**config.mk**
```make
export PLATFORM = sky130hd
export DESIGN_NAME = timer_compare_waveform_unit
export DESIGN_NICKNAME = d
export VERILOG_FILES = /design/src/rtl/tcw_pkg.sv /design/src/rtl/timer_compare_waveform_unit.sv
export VERILOG_INCLUDE_DIRS = /design/src /design/src/rtl
export SDC_FILE = /design/constraint.sdc
export NUM_CORES = 1
export LEC_CHECK = 0
export BUFFER_PORTS_ARGS = -buffer_cell sky130_fd_sc_hd__buf_2
export CAP_MARGIN = 20
export CORE_MARGIN = 5
export CORE_UTILIZATION = 50
export DETAILED_ROUTE_END_ITERATION = 8
export GPL_ROUTABILITY_DRIVEN = 0
export GPL_TIMING_DRIVEN = 0
export PLACE_DENSITY = 0.79
export SETUP_SLACK_MARGIN = 0.2
export SYNTH_ARGS = -nofsm -noshare
export SYNTH_HDL_FRONTEND = slang
export SYNTH_SLANG_ARGS = --single-unit
```
**constraint.sdc**
```tcl
create_clock -name clk -period 3.3 [get_ports clk]
set_clock_uncertainty 0.1 [all_clocks]
set_input_delay 0.165 -clock clk [delete_from_list [all_inputs] [get_ports clk]]
set_output_delay 0.165 -clock clk [all_outputs]
set_load 0.05 [all_outputs]
```
**src/rtl/tcw_map.svh**
```systemverilog
// Purpose: Offsets, field positions, reset values and counter limits
// Assumes: Included by bare name, registers one byte in lane 0
// Notes:   Offsets are byte addresses of aligned 32-bit words
`ifndef TCW_MAP_SVH
`define TCW_MAP_SVH
`define OFS_CTRL        8'h00
`define OFS_COUNT       8'h04
`define OFS_COMPARE     8'h08
`define OFS_STATUS      8'h0c
`define CTRL_WGM_LSB    0
`define CTRL_COM_LSB    2
`define CTRL_FORCE_BIT  7
`define STAT_OVF_BIT    0
`define STAT_CMF_BIT    1
`define STAT_OCS_BIT    2
`define CNT_MAX         8'hff
`define CNT_BOTTOM      8'h00
`define RST_BYTE        8'h00
`define RST_BIT         1'b0
`endif

```
**src/rtl/tcw_pkg.sv**
```systemverilog
// Purpose: Types shared by the timer compare waveform unit
// Assumes: Used by scoped names only
// Notes:   Mode encodings match the two-bit control fields
package tcw_pkg;
  typedef enum logic [1:0] {
    WM_NORMAL = 2'b00,
    WM_PHASE  = 2'b01,
    WM_CTC    = 2'b10,
    WM_FAST   = 2'b11
  } wave_mode_e;
  typedef enum logic [1:0] {
    COM_OFF    = 2'b00,
    COM_TOGGLE = 2'b01,
    COM_CLEAR  = 2'b10,
    COM_SET    = 2'b11
  } com_mode_e;
  // Wishbone request from the master
  typedef struct packed {
    logic        cyc;
    logic        stb;
    logic        we;
    logic [7:0]  adr;
    logic [3:0]  sel;
    logic [31:0] dat;
  } wb_req_s;
endpackage : tcw_pkg

```
**src/rtl/timer_compare_waveform_unit.sv**
```systemverilog
// Purpose: 8-bit timer counter with compare flag, waveform state and pin override
// Assumes: timer_tick is a one-clk enable from the prescaler; pins synchronous
// Notes:   Dual-slope mode counts like normal mode and drives no waveform
//
// The register addresses and the Wishbone register port are this design's own decisions.
`timescale 1ns/1ps
`include "tcw_map.svh"

module timer_compare_waveform_unit (
  // Clock and reset
  input  wire logic           clk,
  input  wire logic           rst,
  // Wishbone slave
  input  wire tcw_pkg::wb_req_s wb_req,
  output logic                wb_ack,
  output logic [31:0]         wb_dat_o,
  // Prescaler enable and interrupt service acknowledges
  input  wire logic           timer_tick,
  input  wire logic           ovf_serviced,
  input  wire logic           cmf_serviced,
  // Port pin
  input  wire logic           port_data,
  input  wire logic           pin_direction_bit,
  output logic                pin_out,
  output logic                pin_oe,
  // Flag levels for the interrupt controller
  output logic                overflow_flag,
  output logic                compare_match_flag
);

  tcw_pkg::wave_mode_e waveform_mode_r;
  tcw_pkg::com_mode_e  compare_output_mode_r;
  logic [7:0]          counter_value_r;
  logic [7:0]          compare_value_r;
  logic [7:0]          compare_buf_r;
  logic                overflow_flag_r;
  logic                compare_match_flag_r;
  logic                compare_output_state_r;
  logic                block_r;
  logic                ack_r;
  logic [31:0]         dat_r;
  logic                pin_out_r;
  logic                pin_oe_r;

  logic                access;
  logic                wr_strobe;
  logic                wr_ctrl;
  logic                wr_count;
  logic                wr_compare;
  logic                wr_status;
  logic                is_pwm;
  logic                at_max;
  logic                match;
  logic                force_hit;
  tcw_pkg::com_mode_e  force_com;
  tcw_pkg::wave_mode_e force_wm;
  logic                ovf_set;
  logic                ovf_clr;
  logic                cmf_set;
  logic                cmf_clr;

  // Action of one compare match on the output state
  function automatic logic match_action(input tcw_pkg::com_mode_e com,
                                        input logic cur);
    case (com)
      tcw_pkg::COM_TOGGLE: match_action = ~cur;
      tcw_pkg::COM_CLEAR:  match_action = 1'b0;
      tcw_pkg::COM_SET:    match_action = 1'b1;
      default:             match_action = cur;
    endcase
  endfunction : match_action

  // Bus decode: taken while ack is low; a write lands at the edge where ack is high,
  // so it takes effect exactly when the master sees the answer and not a cycle early
  assign access     = wb_req.cyc & wb_req.stb & ~ack_r;
  assign wr_strobe  = wb_req.cyc & wb_req.stb & ack_r & wb_req.we & wb_req.sel[0];
  assign wr_ctrl    = wr_strobe & (wb_req.adr == `OFS_CTRL);
  assign wr_count   = wr_strobe & (wb_req.adr == `OFS_COUNT);
  assign wr_compare = wr_strobe & (wb_req.adr == `OFS_COMPARE);
  assign wr_status  = wr_strobe & (wb_req.adr == `OFS_STATUS);

  // Compare and limit detection
  assign is_pwm = waveform_mode_r[0];
  assign at_max = (counter_value_r == `CNT_MAX);
  // A counter write suppresses matches until the next tick
  assign match  = (counter_value_r == compare_value_r) & ~block_r;

  // Force uses the mode bits written alongside the strobe
  assign force_com = tcw_pkg::com_mode_e'(wb_req.dat[`CTRL_COM_LSB +: 2]);
  assign force_wm  = tcw_pkg::wave_mode_e'(wb_req.dat[`CTRL_WGM_LSB +: 2]);
  assign force_hit = wr_ctrl & wb_req.dat[`CTRL_FORCE_BIT] & ~force_wm[0];

  // Flag events; dual-slope overflow is not modelled
  assign ovf_set = timer_tick & at_max & ~wr_count
                 & (waveform_mode_r != tcw_pkg::WM_PHASE);
  assign cmf_set = timer_tick & match;
  assign ovf_clr = ovf_serviced | (wr_status & wb_req.dat[`STAT_OVF_BIT]);
  assign cmf_clr = cmf_serviced | (wr_status & wb_req.dat[`STAT_CMF_BIT]);

  // Bus answer: one wait-free ack, dropped the cycle after
  always_ff @(posedge clk or posedge rst) begin
    if (rst) begin
      ack_r <= 1'b0;
    end else begin
      ack_r <= access;
    end
  end

  // Read data captured with the ack; unmapped reads return zero
  always_ff @(posedge clk or posedge rst) begin
    if (rst) begin
      dat_r <= 32'h0000_0000;
    end else if (access & ~wb_req.we) begin
      case (wb_req.adr)
        `OFS_CTRL:    dat_r <= {28'h000_0000, compare_output_mode_r, waveform_mode_r};
        `OFS_COUNT:   dat_r <= {24'h00_0000, counter_value_r};
        `OFS_COMPARE: dat_r <= {24'h00_0000, compare_buf_r};
        `OFS_STATUS:  dat_r <= {29'h0000_0000, compare_output_state_r,
                                compare_match_flag_r, overflow_flag_r};
        default:      dat_r <= 32'h0000_0000;
      endcase
    end
  end

  // Mode fields act at once; the force bit is a strobe and reads zero
  always_ff @(posedge clk or posedge rst) begin
    if (rst) begin
      waveform_mode_r       <= tcw_pkg::WM_NORMAL;
      compare_output_mode_r <= tcw_pkg::COM_OFF;
    end else if (wr_ctrl) begin
      waveform_mode_r       <= force_wm;
      compare_output_mode_r <= force_com;
    end
  end

  // Counter: software write has priority over any count or clear
  always_ff @(posedge clk or posedge rst) begin
    if (rst) begin
      counter_value_r <= `RST_BYTE;
    end else if (wr_count) begin
      counter_value_r <= wb_req.dat[7:0];
    end else if (timer_tick) begin
      if (waveform_mode_r == tcw_pkg::WM_CTC && match) begin
        counter_value_r <= `CNT_BOTTOM;
      end else begin
        // Plain 8-bit increment wraps past max in every mode
        counter_value_r <= counter_value_r + 8'h01;
      end
    end
  end

  // Match blocking window after a counter write, even when stopped
  always_ff @(posedge clk or posedge rst) begin
    if (rst) begin
      block_r <= `RST_BIT;
    end else if (wr_count) begin
      block_r <= 1'b1;
    end else if (timer_tick) begin
      block_r <= 1'b0;
    end
  end

  // Compare value: direct in non-PWM, via buffer at top in PWM
  always_ff @(posedge clk or posedge rst) begin
    if (rst) begin
      compare_value_r <= `RST_BYTE;
      compare_buf_r   <= `RST_BYTE;
    end else begin
      if (wr_compare) begin
        compare_buf_r <= wb_req.dat[7:0];
      end
      if (wr_compare && !is_pwm) begin
        compare_value_r <= wb_req.dat[7:0];
      end else if (is_pwm && timer_tick && at_max) begin
        // Late writes wait for top so no odd-length pulse appears
        compare_value_r <= compare_buf_r;
      end
    end
  end

  // Overflow flag; a set in the clearing cycle wins
  always_ff @(posedge clk or posedge rst) begin
    if (rst) begin
      overflow_flag_r <= `RST_BIT;
    end else if (ovf_set) begin
      overflow_flag_r <= 1'b1;
    end else if (ovf_clr) begin
      overflow_flag_r <= 1'b0;
    end
  end

  // Compare match flag; forced compares never reach it
  always_ff @(posedge clk or posedge rst) begin
    if (rst) begin
      compare_match_flag_r <= `RST_BIT;
    end else if (cmf_set) begin
      compare_match_flag_r <= 1'b1;
    end else if (cmf_clr) begin
      compare_match_flag_r <= 1'b0;
    end
  end

  // Compare output state; independent of the pin so it can be preset
  always_ff @(posedge clk or posedge rst) begin
    if (rst) begin
      compare_output_state_r <= `RST_BIT;
    end else if (force_hit) begin
      compare_output_state_r <= match_action(force_com, compare_output_state_r);
    end else if (timer_tick) begin
      case (waveform_mode_r)
        tcw_pkg::WM_NORMAL,
        tcw_pkg::WM_CTC: begin
          if (match) begin
            compare_output_state_r <=
              match_action(compare_output_mode_r, compare_output_state_r);
          end
        end
        tcw_pkg::WM_FAST: begin
          // Bottom wins over a match at max, giving the constant level
          if (at_max && compare_output_mode_r[1]) begin
            compare_output_state_r <=
              (compare_output_mode_r == tcw_pkg::COM_CLEAR);
          end else if (match) begin
            compare_output_state_r <=
              match_action(compare_output_mode_r, compare_output_state_r);
          end
        end
        default: begin
          compare_output_state_r <= compare_output_state_r;
        end
      endcase
    end
  end

  // Pin: value source chosen by output mode only, direction by the port
  always_ff @(posedge clk or posedge rst) begin
    if (rst) begin
      pin_out_r <= `RST_BIT;
      pin_oe_r  <= `RST_BIT;
    end else begin
      pin_out_r <= (compare_output_mode_r != tcw_pkg::COM_OFF)
                   ? compare_output_state_r : port_data;
      pin_oe_r  <= pin_direction_bit;
    end
  end

  assign wb_ack             = ack_r;
  assign wb_dat_o           = dat_r;
  assign pin_out            = pin_out_r;
  assign pin_oe             = pin_oe_r;
  assign overflow_flag      = overflow_flag_r;
  assign compare_match_flag = compare_match_flag_r;

  // Checks on the waveform and flag logic
  a_reset_state_zero: assert property (@(posedge clk)
    $fell(rst) |-> (compare_output_state_r == 1'b0))
    else $error("output state not zero after reset");

  a_pin_from_state: assert property (@(posedge clk) disable iff (rst)
    (compare_output_mode_r != tcw_pkg::COM_OFF) |=> (pin_out == $past(compare_output_state_r)))
    else $error("pin not driven from output state");

  a_pin_from_port: assert property (@(posedge clk) disable iff (rst)
    (compare_output_mode_r == tcw_pkg::COM_OFF) |=> (pin_out == $past(port_data)))
    else $error("pin not driven from port data");

  a_pin_direction: assert property (@(posedge clk) disable iff (rst)
    $rose(pin_oe) |-> $past(pin_direction_bit))
    else $error("pin enable without direction bit");

  a_mode_off_hold: assert property (@(posedge clk) disable iff (rst)
    (timer_tick && compare_output_mode_r == tcw_pkg::COM_OFF && !force_hit)
    |=> $stable(compare_output_state_r))
    else $error("output state moved with mode off");

  a_normal_wrap: assert property (@(posedge clk) disable iff (rst)
    (waveform_mode_r == tcw_pkg::WM_NORMAL && timer_tick && at_max && !wr_count)
    |=> (counter_value_r == 8'h00) && overflow_flag_r)
    else $error("normal mode wrap or overflow wrong");

  a_ctc_clear: assert property (@(posedge clk) disable iff (rst)
    (waveform_mode_r == tcw_pkg::WM_CTC && timer_tick && match && !wr_count)
    |=> (counter_value_r == 8'h00) && compare_match_flag_r)
    else $error("clear on compare failed");

  a_match_flag: assert property (@(posedge clk) disable iff (rst)
    (timer_tick && match) |=> compare_match_flag_r)
    else $error("match flag not set");

  a_force_no_flag: assert property (@(posedge clk) disable iff (rst)
    (force_hit && !timer_tick && !compare_match_flag_r)
    |=> !compare_match_flag_r && $stable(counter_value_r))
    else $error("forced compare touched flag or counter");

  a_fast_bottom_set: assert property (@(posedge clk) disable iff (rst)
    (waveform_mode_r == tcw_pkg::WM_FAST && timer_tick && at_max && !force_hit
     && compare_output_mode_r == tcw_pkg::COM_CLEAR) |=> compare_output_state_r)
    else $error("fast mode bottom did not set output");

  a_ocr_direct: assert property (@(posedge clk) disable iff (rst)
    (wr_compare && !is_pwm) |=> (compare_value_r == $past(wb_req.dat[7:0])))
    else $error("compare value not written directly");

  a_ocr_buffered: assert property (@(posedge clk) disable iff (rst)
    (is_pwm && !(timer_tick && at_max) && !wr_ctrl) |=> $stable(compare_value_r))
    else $error("compare value changed away from top");

  a_ctc_overflow: assert property (@(posedge clk) disable iff (rst)
    (waveform_mode_r == tcw_pkg::WM_CTC && timer_tick && at_max && !wr_count)
    |=> overflow_flag_r)
    else $error("clear on compare overflow not set");

  a_fast_top_wrap: assert property (@(posedge clk) disable iff (rst)
    (waveform_mode_r == tcw_pkg::WM_FAST && timer_tick && at_max && !wr_count)
    |=> (counter_value_r == 8'h00) && overflow_flag_r)
    else $error("fast mode top wrap or overflow wrong");

  a_state_tick_only: assert property (@(posedge clk) disable iff (rst)
    (!timer_tick && !force_hit) |=> $stable(compare_output_state_r))
    else $error("output state moved without a tick");

  a_count_tick_only: assert property (@(posedge clk) disable iff (rst)
    (!timer_tick && !wr_count) |=> $stable(counter_value_r))
    else $error("counter moved without a tick or write");

endmodule : timer_compare_waveform_unit

```
== Word level (Yosys, flattened, before mapping) ==
Index checks and enable logic that the tools add are counted.

* Register bits after elaboration: 67
* Latch bits: 0
* Memory bits (writable): 0
* Memory bits (read-only): 0
* Input bits: 54
* Output and inout port bits: 37
* Word-level logic and storage cells: 93
* Memories kept: 0

* Add/subtract/negate cells: 1
* Multipliers: 0
* Div/mod/pow operators: 0
* $lt $le $gt $ge: 0
* Equal/unequal tests: 15
* Shifts and indexed selects: 0
* Multiplexer cells: 20
* Bitwise gates (word level): 27
* Reductions and logical operators: 17

{| class="wikitable"
|+ Operators with widths
! cell !! number
|-
| $mux 8 || 5
|-
| $pmux 8 s4 || 1
|-
| $and 1x1->1 || 19
|-
| $eq 8x4->1 const B || 2
|-
| $eq 2x2->1 const B || 6
|-
| $reduce_bool 2->1 || 6
|-
| $mux 1 || 11
|-
| $add 8x1->8 const B || 1
|-
| $eq 8x3->1 const B || 1
|-
| $eq 8x8->1 || 1
|-
| $eq 8x8->1 const B || 1
|-
| $logic_not 8->1 || 1
|-
| $not 1->1 || 6
|-
| $pmux 1 s3 || 2
|-
| $logic_and 1x1->1 || 5
|-
| $eq 2x1->1 const B || 2
|-
| $ne 4x1->1 const B || 1
|-
| $reduce_and 3->1 || 1
|-
| $reduce_bool 3->1 || 1
|-
| $logic_not 2->1 || 1
|-
| $ne 2x1->1 const B || 1
|-
| $or 1x1->1 || 2
|-
| $pmux 1 s2 || 1
|-
| $reduce_or 2->1 || 1
|-
| $logic_not 1->1 || 1
|}

== Longest topological paths before layout ==
Gate-level depths: netlist of the first run.

* Depth in word-level cells: 9
* Depth in mapped cells: 7
* Mapped depth without buffers: 6

== Worst setup path after synthesis of the first run ==
OpenSTA, ideal clock, no wires.

* Kind: reg-to-reg
* From: register ack_r, in the netlist wb_ack
* To: register compare_output_state_r
* Setup time: 0.081 ns
* Arrival time: 1.933 ns
* Required time: 3.119 ns
* Slack: 1.186 ns
* Stages on the path, launching flop included: 6
* Path buffers: 1
* Period minus slack after synthesis: 2.114 ns
* Cells stage by stage: dfrtp_1 -> nand3_1 -> or4_4 -> buf_6 -> or3_4 -> o211ai_2

* Cells in the longest elaborated chain, start to end: 8
* Elaborated cells between the ends (all ways): 11
* Those cells by class: eq/ne (1); mux (1); bitwise (6); reduce/logical (3)

{| class="wikitable"
|+ RTL lines
! what !! line !! text
|-
| start: declaration || timer_compare_waveform_unit.sv:40 || <nowiki>logic ack_r;</nowiki>
|-
| start signal: assignment || timer_compare_waveform_unit.sv:105 || <nowiki>ack_r <= access;</nowiki>
|-
| $and 1x1->1 * (3 in series) || timer_compare_waveform_unit.sv:76 || <nowiki>assign wr_strobe = wb_req.cyc & wb_req.stb & ack_r & wb_req.we & wb_req.sel[0];</nowiki>
|-
| $and 1x1->1 * || timer_compare_waveform_unit.sv:77 || <nowiki>assign wr_ctrl = wr_strobe & (wb_req.adr == `OFS_CTRL);</nowiki>
|-
| $and 1x1->1 * (2 in series) || timer_compare_waveform_unit.sv:91 || <nowiki>assign force_hit = wr_ctrl & wb_req.dat[`CTRL_FORCE_BIT] & ~force_wm[0];</nowiki>
|-
| $ne 4x1->1 (no source line) (tied with other cells) || - ||
|-
| $reduce_and 3->1 (no source line) || - ||
|-
| end signal: assignment || timer_compare_waveform_unit.sv:206 || <nowiki>compare_output_state_r <= `RST_BIT;</nowiki>
|-
| end signal: assignment || timer_compare_waveform_unit.sv:208 || <nowiki>compare_output_state_r <= match_action(force_com, compare_output_state_r);</nowiki>
|-
| end signal: assignment || timer_compare_waveform_unit.sv:214 || <nowiki>compare_output_state_r <=</nowiki>
|-
| end: declaration || timer_compare_waveform_unit.sv:38 || <nowiki>logic compare_output_state_r;</nowiki>
|}

Every way passes the cells marked *; elsewhere a longest branch is shown, timed or not.
A chain may end at the register's enable or synchronous reset.

== Worst setup path after layout of the first run ==
* From: register counter_value_r[4]
* To: register counter_value_r[0]

* Cells in the longest elaborated chain, start to end: 6

{| class="wikitable"
|+ RTL lines
! what !! line !! text
|-
| start: declaration || timer_compare_waveform_unit.sv:33 || <nowiki>logic [7:0] counter_value_r;</nowiki>
|-
| start signal: assignment || timer_compare_waveform_unit.sv:139 || <nowiki>counter_value_r <= `RST_BYTE;</nowiki>
|-
| start signal: assignment || timer_compare_waveform_unit.sv:141 || <nowiki>counter_value_r <= wb_req.dat[7:0];</nowiki>
|-
| start signal: assignment || timer_compare_waveform_unit.sv:144 || <nowiki>counter_value_r <= `CNT_BOTTOM;</nowiki>
|-
| $eq 8x8->1 || timer_compare_waveform_unit.sv:86 || <nowiki>assign match = (counter_value_r == compare_value_r) & ~block_r;</nowiki>
|-
| $and 1x1->1 || timer_compare_waveform_unit.sv:86 ||
|-
| $logic_and 1x1->1 || timer_compare_waveform_unit.sv:143 || <nowiki>if (waveform_mode_r == tcw_pkg::WM_CTC && match) begin</nowiki>
|-
| $mux 8 || timer_compare_waveform_unit.sv:143 ||
|-
| $mux 8 || timer_compare_waveform_unit.sv:142 || <nowiki>end else if (timer_tick) begin</nowiki>
|-
| $mux 8 || timer_compare_waveform_unit.sv:140 || <nowiki>end else if (wr_count) begin</nowiki>
|}

No other way between the ends. The select of a mux whose other input is x is not followed.

==> results of run 1 <==
[cell families after synthesis]
kind of cell,synth area share
AOI/OAI and AO/OA,0.123
buffers and inverters,0.105
and+or+nand+nor,0.199
DFF,0.417
other,0.00145
xor gates and xnor gates,0.0272
adders and majority gates,0.00970
muxes,0.118
[worst register-to-register path, delay by kind of cell, from the launching register on]
kind | cells | cell delay, ps
and+or+nand+nor | 3 | 1140
AOI/OAI and AO/OA | 1 | 70
xor gates and xnor gates | 1 | 170
buffers and inverters | 2 | 590
DFF | 1 | 330
[synth_stat cells (all sizes together) (2+ instances only)]
cell / number / area [sq um]
a211o: 6 / 52.6
a21oi: 4 / 20.0
a22o: 3 / 26.3
a22oi: 4 / 30.0
a31oi: 2 / 12.5
and2: 2 / 12.5
and3: 2 / 12.5
buf: 31 / 225
clkbuf: 7 / 26.3
dfrtp: 43 / 1080
ha: 2 / 25.0
inv: 5 / 18.8
mux2: 13 / 146
mux2i: 9 / 90.1
mux4: 3 / 67.6
nand2: 30 / 113
nand2b: 3 / 18.8
nand3: 18 / 90.1
nand3b: 3 / 22.5
nand4: 3 / 18.8
nor2: 8 / 30.0
nor2b: 3 / 18.8
nor4: 2 / 27.5
o21ai: 17 / 85.1
o311ai: 3 / 26.3
or2: 5 / 31.3
or3: 7 / 48.8
or4: 4 / 37.5
xnor2: 8 / 70.1
[registers in the layout (all words and copies together) (netlist names)]
name,cells
pin_oe,1
wb_dat_o,8
compare_output_state_r,1
compare_value_r,8
block_r,1
compare_output_mode_r,2
counter_value_r,8
overflow_flag,1
wb_ack,1
compare_buf_r,8
pin_out,1
compare_match_flag,1
waveform_mode_r,2
[area by class of cell]
type | instances | share of cell area
flip-flops and latches | 43 | 0.350
well taps | 70 | 0.0285
repair buffers | 43 | 0.0749
inverters | 5 | 0.00611
multi-input cells | 199 | 0.430
clock buffers | 6 | 0.0269
clock inverters | 1 | 0.00163
plain buffers | 38 | 0.0819
[power breakdown]
group	leakage (nW)	total [mW]	internal, mW	switching (mW)
Clock	0.0470	0.346	0.164	0.182
Combinational	0.928	0.412	0.160	0.252
Sequential	0.560	0.613	0.566	0.0474
[layer usage]
| metal | vias up | GRT usage | routed length, microns |
|---|---|---|---|
| met3 | 12 | 0.0395 | 466 |
| met2 | 100 | 0.303 | 2930 |
| met1 | 1029 | 0.260 | 2490 |
| met5 | - | 0 | 0 |
| li1 | 1032 | - | - |
| met4 | 0 | 0.0781 | 144 |
[repair_timing]
action | 4_1_cts | 5_1_grt
endpoints found under the hold margin | 45 | 0
hold buffers | 3 | 0
buffers inserted | 0 | 0
[per-stage QoR]
step	hold slack [ps]	setup WS [ps]
global route	9.15	627
finish	11.3	775
CTS	6.67	841
detailed placement	180	905
global placement	173	786
floorplan	96.4	1190
[worst paths after layout]
kind	start	endpoint	cells after the start	slack (ps)
max in group asynchronous	rst	pin_oe$_DFF_PP0_	3	2040
worst min-delay path	wb_req[6]	counter_value_r[6]$_DFFE_PP0P_	3	10
worst min register to register	wb_ack$_DFF_PP0_	wb_ack$_DFF_PP0_	1	360
min in group asynchronous	rst	wb_dat_o[5]$_DFFE_PP0P_	3	500
worst max register to register	counter_value_r[4]$_DFFE_PP0P_	counter_value_r[0]$_DFFE_PP0P_	7	770
worst max-delay path	counter_value_r[4]$_DFFE_PP0P_	counter_value_r[0]$_DFFE_PP0P_	7	770
==> flow_summary.yaml, run 1 <==
placed_design:
  place_area_sq_um: 2950
  place_hpwl_microns: 4500
  io_buffers: 39
  dpl.cell_count: 395
yosys:
  ys_warn_count: 0
  synth_cell_type_count: 49
  ys_ff_latch: 43
  yosysSeqAreaShare: 0.417
  synth_area_sq_um: 2580
  async_flop_share: 1.00
  synth_edf_count: 0
  synth-main-ff-cell: "dfrtp_1"
  syn_inst: 262
  syn_area_per_cell_sq_um: 9.85
sta:
  drv_slew: 0
  finalSetupViolCount: 0
  period_share: 0.765
  hold_viol_final: 0
  max_freq_mhz: 396
  rsz0062_at_grt: "false"
  min_period_ps: 2530
  worstMarginPinSlew_ps: 919
  tns_ps: 0
  relSlewSlack: 0.382
cells_and_area:
  layout.nets: 391
  final_core_util: 0.605
  layout_common_cells: "buf_2, dfrtp_1, nand2_1"
  final_cell_area_sq_um: 3070
  drive_above_1_share: 0.310
  multi_input_area_sq_um: 1320
  regArea_sq_um: 1080
  instances_no_fill: 405
  diodes: 0
  area_growth_pct: 19.1
  fillerInstances: 453
global_routing:
  grt_use_total: 0.193
  antenna_found_initial: 0
  overflow: 0
  grt_max_degree: 44
  grt_pass1_wl_microns: 9880
  grt_pass1_vias: 2051
die:
  die_w_microns: 81.8
  rows: 26
  core_sq_um: 5070
  die_h_microns: 81.8
  die-area_sq_um: 6700
  top_level_ports: 91
  start_util: 0.508
drt:
  wl_microns: 6040
  vias: 2173
  wl_per_cell_microns: 14.9
  drtAntennaViolNets: 0
  drc: 0
  first_pass_iters: 4
  routed_via_density: 5.37
  first_iter_violations: 236
worst_setup_path:
  path_buf_inv: 2
  crit_type: "reg -> reg"
  slowest_stage: "nor4_1"
  crit_path_cell_trace: "clkbuf_1 -> xnor2_1 -> nand4_1 -> nor4_1 -> buf_2 -> or3_1 -> a31oi_1"
  critPathTopFamily: "simple AND/OR/NAND/NOR gates"
  worstPathArrival_ps: 2600
  worstPathRequired_ps: 3370
  endpoint_kind: "register"
  cp_max_fo: 8
  critPathMaxStageDelay_ps: 840
  cp-start-kind: "register"
clocking:
  cts_sinks: 43
  cts_tree: "yes"
  clk_pin_slew_ps: 80
  cts_buffers: 5
  cts_buffer_depth: 2
  cts-root-buf: "clkbuf_8"
  cts_resized: 0
  worstSkewPairLatency_ps: 300
  htree_levels: 2
power:
  leakage_nw: 1.53
  powerDensity_nw_per_um2: 446
  vdd_drop_max_v: 0.000217
  fin_total_pwr_mw: 1.37
run_status:
  status: "completed"
worst_hold_path:
  hold_class: "in -> reg"
flow_run:
  drv_cap: 0
(Power assumes the default switching activity.)
==> run 2, diff against run 1 <==
Settings changed: ABC_AREA from default to 1.
Clock period 3.3 ns to 2.6 ns, I/O delays scaled along.
==> run 2 against run 1 <==
Net effect:
- utilization is 1.6 points higher
- largest cell class unchanged
- via count is 14% higher
- non-clock buffer count is 6 lower
- critical endpoint is now compare_value_r[5]$_DFFE_PP0P_
- largest power group unchanged
- register-to-register slack worse by 130 ps
- synthesized cell count is 33% higher
- global-route usage is 1.5 points higher
- highest routed layer unchanged
==> flow_summary.yaml, run 2 <==
run_status:
  status: "completed"
clocking:
  cts_buffers: 5
  cts-root-buf: "clkbuf_8"
  clk_pin_slew_ps: 90
  cts_sinks: 43
  cts_buffer_depth: 2
  worstSkewPairLatency_ps: 300
  cts_tree: "yes"
  htree_levels: 2
  post_cts_buffers: 0
die:
  start_util: 0.515
  rows: 26
  core_sq_um: 5110
  top_level_ports: 91
  die_h_microns: 82.5
  die-area_sq_um: 6810
  die_w_microns: 82.5
sta:
  rsz0062_at_grt: "false"
  min_period_ps: 1960
  period_share: 0.754
  worstMarginPinSlew_ps: 918
  relSlewSlack: 0.387
  finalSetupViolCount: 0
  tns_ps: 0
  drv_slew: 0
  max_freq_mhz: 510
  hold_viol_final: 0
cells_and_area:
  layout.nets: 481
  final_common_cell: "nand2_1"
  layout_common_cells: "nand2_1, inv_1, dfrtp_1"
  diodes: 0
  drive_above_1_share: 0.228
  final_core_util: 0.621
  area_growth_pct: 20.6
global_routing:
  grt_max_degree: 44
  grt_pass1_wl_microns: 10800
  grt_pass1_vias: 2359
  overflow: 0
  grt_use_total: 0.207
  antenna_found_initial: 0
yosys:
  synthMuxAreaShare: 0.00428
  yosysTopAreaCellShare: 0.409
  ys_ff_latch: 43
  synthAdderAreaFrac: 0.00951
  syn_area_per_cell_sq_um: 7.56
  async_flop_share: 1.00
  ys_warn_count: 0
  synth_xor_area_frac: 0.0266
  synth_compound_area_frac: 0.145
  yosys.area.top_type: "dfrtp_1"
  synth_top_family_by_area: "simple AND/OR/NAND/NOR gates"
  synth_cell_type_count: 38
  synth-main-ff-cell: "dfrtp_1"
  yosysSeqAreaShare: 0.409
  synth_edf_count: 0
  yosys.area_share.simple: 0.240
  yosys-top-cells-count: "nand2_1, inv_1, dfrtp_1"
  synth_area_sq_um: 2630
  synth_top_cells_by_area: "dfrtp_1, nand2_1, inv_1"
  syn_inst: 348
  synth_most_common_cell: "nand2_1"
power:
  vdd_drop_max_v: 0.000277
  p_sw_frac: 0.364
  p_sw_mw: 0.600
  internal_power_mw: 1.05
  clockPowerShare: 0.268
  powerDensity_nw_per_um2: 519
  p_seq_frac: 0.469
  p_comb_frac: 0.263
  fin_total_pwr_mw: 1.65
  leakage_nw: 1.67
drt:
  first_iter_violations: 180
  wl_microns: 6520
  drtAntennaViolNets: 0
  wl_met3_microns: 545
  first_pass_iters: 5
  routed_via_density: 5.00
  top_layer: "met4"
  wl_per_cell_microns: 13.1
  dr_wl_met2_microns: 3140
  drc: 0
  wl_met1_microns: 2690
  vias: 2482
placed_design:
  io_buffers: 39
  place_hpwl_microns: 5130
worst_setup_path:
  crit_path_cell_trace: "ha_1 -> nand2_2 -> nor2_4 -> nand3_2 -> nor3_4 -> nand3_2 -> nand2_4 -> buf_8 -> o211ai_2 -> o21ai_2"
  worstRegToRegCells: 10
  path_common_cell: "nand3_2"
  endpoint_kind: "register"
  cp_max_fo: 10
  critPathMaxStageDelay_ps: 410
  timing.rr.start: "counter_value_r[1]$_DFFE_PP0P_"
  worstPathArrival_ps: 2100
  slowest_stage: "dfrtp_1"
  r2r_slack_ps: 640
  worstSetupStartpoint: "counter_value_r[1]$_DFFE_PP0P_"
  cp-start-kind: "register"
  crit_type: "reg -> reg"
  worstPathRequired_ps: 2740
worst_hold_path:
  worstHoldPathCells: 3
  worstHoldStart: "wb_req[6]"
  hold_class: "in -> reg"
flow_run:
  drv_cap: 0
## run 2: per-layer routing
| metal | vias up | track usage |
|---|---|---|
| met1 | 1146 | 0.281 |
| li1 | 1212 | - |
| met3 | 16 | 0.0380 |
| met5 | - | 0 |
| met2 | 108 | 0.333 |
| met4 | 0 | 0.0735 |
## run 2: path summary, 6_finish.rpt
kind / end
worst max-delay path: compare_value_r[5]$_DFFE_PP0P_
worst min-delay path: compare_buf_r[6]$_DFFE_PP0N_
worst max register to register: compare_value_r[5]$_DFFE_PP0P_
worst min register to register: wb_dat_o[0]$_DFFE_PP0P_
max in group asynchronous: compare_match_flag$_DFFE_PP0P_
min in group asynchronous: compare_buf_r[5]$_DFFE_PP0N_
## run 2: area by class of cell
cell class	count	area, sq um
Buffer	28	211
Sequential cell	43	1080
Fill cell	469	1930
Timing Repair Buffer	47	275
Multi-Input combinational cell	241	1210
Clock inverter	3	23.8
Tap cell	70	87.6
Clock buffer	5	68.8
Inverter	59	223
## run 2: timing repair
action                    CTS  global route
resized for setup           0             0
hold buffers                8             0
hold endpoints to repair   50             0
## run 2: kinds of logic after synthesis
group / count (synthesis)
AOI/OAI and AO/OA: 64
xor gates and xnor gates: 8
adders and majority gates: 2
buffers and inverters: 87
DFF: 43
muxes: 1
other: 1
and+or+nand+nor: 142
## run 2: worst max-delay path, delay by kind of cell (launching register included)
kind                     cells  cell delay, ps
AO/OA/AOI/OAI                2             150
flip-flops                   1             410
buffers and inverters        1             150
adder cells (fa/ha/maj)      1             230
AND/OR/NAND/NOR              6             860
## run 2: through the flow
step	cells	cell area [sq um]	setup WS, ps	hold WS (ps)
after floorplan	371	2720	644	61.4
after global placement	480	3000	711	140
after detailed placement	480	3000	672	140
after CTS	496	3170	643	1.15
after global routing	496	3170	478	24.3
final	496	3170	641	17.9
## run 2: power groups by stage
stage / registers, mW / logic, mW / clock network (mW)
after detailed placement: 0.785 / 0.419 / 0
after global routing: 0.781 / 0.483 / 0.476
after global placement: 0.782 / 0.407 / 0
after CTS: 0.773 / 0.432 / 0.455
after floorplan: 0.783 / 0.318 / 0
final: 0.773 / 0.433 / 0.442
==> run 3, diff against run 2 <==
Settings changed: ABC_AREA 1 to 0, CORE_UTILIZATION 50 to 45, PLACE_DENSITY 0.79 to 0.75.
Clock period 2.6 ns to 1.71 ns, I/O delays scaled along.
==> run 3 against run 2 <==
Net effect:
- the flow now finishes with violations (negative hold slack, negative setup slack)
- design area rose by 23%
- largest power group is now combinational cells
- clock power up 80%
- total power grew 100%
- global-route usage fell by 0.23 points
- register-to-register slack lost 840 ps
- wire length up 22%
- sequential share of layout area fell by 6.1 points
- first-iteration DRC count up 17%
- critical path depth shrank 4
- die area grew 7.8%
- via count down 0.36%
- count of clock-buffer cells in the layout grew 2
==> flow_summary.yaml, run 3 (synthesis gave the netlist of run 1 again) <==
run_status:
  status: "finished with violations"
  violations: "negative hold slack, negative setup slack"
drt:
  vias: 2473
  wl_per_cell_microns: 17.8
  wl_microns: 7970
  drtAntennaViolNets: 0
  drc: 0
  first_pass_iters: 5
  first_iter_violations: 210
  routed_via_density: 5.53
cells_and_area:
  instances_no_fill: 447
  final_cell_area_sq_um: 3900
  diodes: 0
  layout_common_cells: "buf_4, buf_2, dfrtp_1"
  drive_above_1_share: 0.467
  layout.nets: 430
  area_growth_pct: 51.0
  final_core_util: 0.703
  final_common_cell: "buf_4"
  fillerInstances: 387
global_routing:
  grt_max_degree: 44
  grt_pass1_wl_microns: 11900
  grt_use_total: 0.205
  grt_pass1_vias: 2395
  overflow: 0
  antenna_found_initial: 0
worst_setup_path:
  slowest_stage: "dfrtp_2"
  critPathMaxStageDelay_ps: 480
  crit_path_cell_trace: "buf_6 -> xnor2_4 -> nand3_4 -> or3_4 -> o311ai_4 -> o211ai_2"
  worstPathArrival_ps: 2010
  endpoint_kind: "register"
  cp-start-kind: "register"
  cp_max_fo: 6
  crit_type: "reg -> reg"
  worstPathRequired_ps: 1800
  path_buf_inv: 1
  critPathTopFamily: "simple AND/OR/NAND/NOR gates"
clocking:
  clk_pin_slew_ps: 80
  worstSkewPairLatency_ps: 310
  htree_levels: 2
  cts_buffer_depth: 2
  cts_sinks: 43
  cts_buffers: 5
  cts_tree: "yes"
  cts-root-buf: "clkbuf_8"
placed_design:
  place_area_sq_um: 3100
  place_hpwl_microns: 4520
  dpl.cell_count: 396
  io_buffers: 39
die:
  die_w_microns: 85.7
  die_h_microns: 85.7
  rows: 27
  die-area_sq_um: 7350
  top_level_ports: 91
  core_sq_um: 5540
  start_util: 0.466
power:
  vdd_drop_max_v: 0.000457
  p_comb_frac: 0.398
  p_seq_frac: 0.364
  internal_power_mw: 2.17
  p_sw_frac: 0.352
  leakage_nw: 1.89
  powerDensity_nw_per_um2: 861
  p_sw_mw: 1.18
  fin_total_pwr_mw: 3.35
  clockPowerShare: 0.237
sta:
  hold_viol_final: 2
  min_period_ps: 1910
  drv_slew: 0
  period_share: 1.12
  finalSetupViolCount: 17
  rsz0062_at_grt: "true"
  hold_slack_ps: -3.40
  worstMarginPinSlew_ps: 885
  setup_ws_ps: -203
  relSlewSlack: 0.409
  max_freq_mhz: 523
worst_hold_path:
  hold_class: "in -> reg"
flow_run:
  drv_cap: 0
-- run 3: changes by cell type in the layout (fill, tap and decap cells not counted), moves of 8 or more --
| cell | previous run | this run |
|---|---|---|
| inv_1 | 52 | 4 |
| mux2_4 | 0 | 10 |
| buf_4 | 25 | 42 |
| buf_6 | 0 | 16 |
| mux2i_1 | 0 | 8 |
| o21ai_0 | 31 | 4 |
| nor2_1 | 21 | 6 |
| o22ai_1 | 11 | 0 |
| nand2_1 | 87 | 29 |
-- run 3: path summary, 6_finish.rpt --
| path | slack (ps) | cells after the start | startpoint | to |
|---|---|---|---|---|
| worst min-delay path | -3 | 3 | wb_req[45] | wb_ack$_DFF_PP0_ |
| worst max-delay path | -200 | 6 | counter_value_r[0]$_DFFE_PP0P_ | compare_output_state_r$_DFFE_PP0P_ |
| min in group asynchronous | 410 | 3 | rst | wb_dat_o[5]$_DFFE_PP0P_ |
| max in group asynchronous | 490 | 3 | rst | counter_value_r[6]$_DFFE_PP0P_ |
| worst min register to register | 380 | 1 | block_r$_DFFE_PP0P_ | block_r$_DFFE_PP0P_ |
| worst max register to register | -200 | 6 | counter_value_r[0]$_DFFE_PP0P_ | compare_output_state_r$_DFFE_PP0P_ |
-- run 3: final cells by class --
type / count / area (sq um) / share of cell area
clock inverter: 1 / 30.0 / 0.00771
sequential: 43 / 1080 / 0.278
inverter: 5 / 18.8 / 0.00482
timing repair buffer: 82 / 614 / 0.158
multi-input combinational: 199 / 1640 / 0.420
tap: 72 / 90.1 / 0.0231
clock buffer: 7 / 76.3 / 0.0196
buffer: 38 / 347 / 0.0890
-- run 3: worst min-delay path, cell delays in order --
cell and delay [ps]:
buf_2 100, nand2_1 130, nor2_1 60
-- run 3: routing by layer --
metal,GRT usage,vias to the layer above,wire [microns]
met1,0.257,1202,3130
li1,-,1117,-
met2,0.340,129,3960
met4,0.109,0,299
met3,0.0327,25,583
met5,0,-,0
-- run 3: repair_timing --
action,CTS,global route
endpoints found under the hold margin,66,0
gates resized for setup,44,28
buffers inserted,21,5
pin swaps,30,27
setup endpoints to repair,35,40
cloned,0,3
hold buffers,14,0
-- run 3: through the flow --
step                      setup WS (ps)  setup TNS (ps)  hold WS [ps]
final                              -203           -1760         -3.40
after global routing               -238           -3030          21.0
after CTS                          -165           -1330          1.80
after detailed placement           -399           -8830           100
after global placement             -430           -9620          97.3
after floorplan                    -187           -2670          16.9
-- run 3: power groups by stage --
stage | clock network [mW] | logic [mW] | registers [mW]
after floorplan | 0 | 0.658 | 1.22
after global placement | 0 | 0.832 | 1.20
after detailed placement | 0 | 0.844 | 1.20
after CTS | 0.802 | 1.14 | 1.19
after global routing | 0.833 | 1.42 | 1.24
final | 0.796 | 1.34 | 1.22
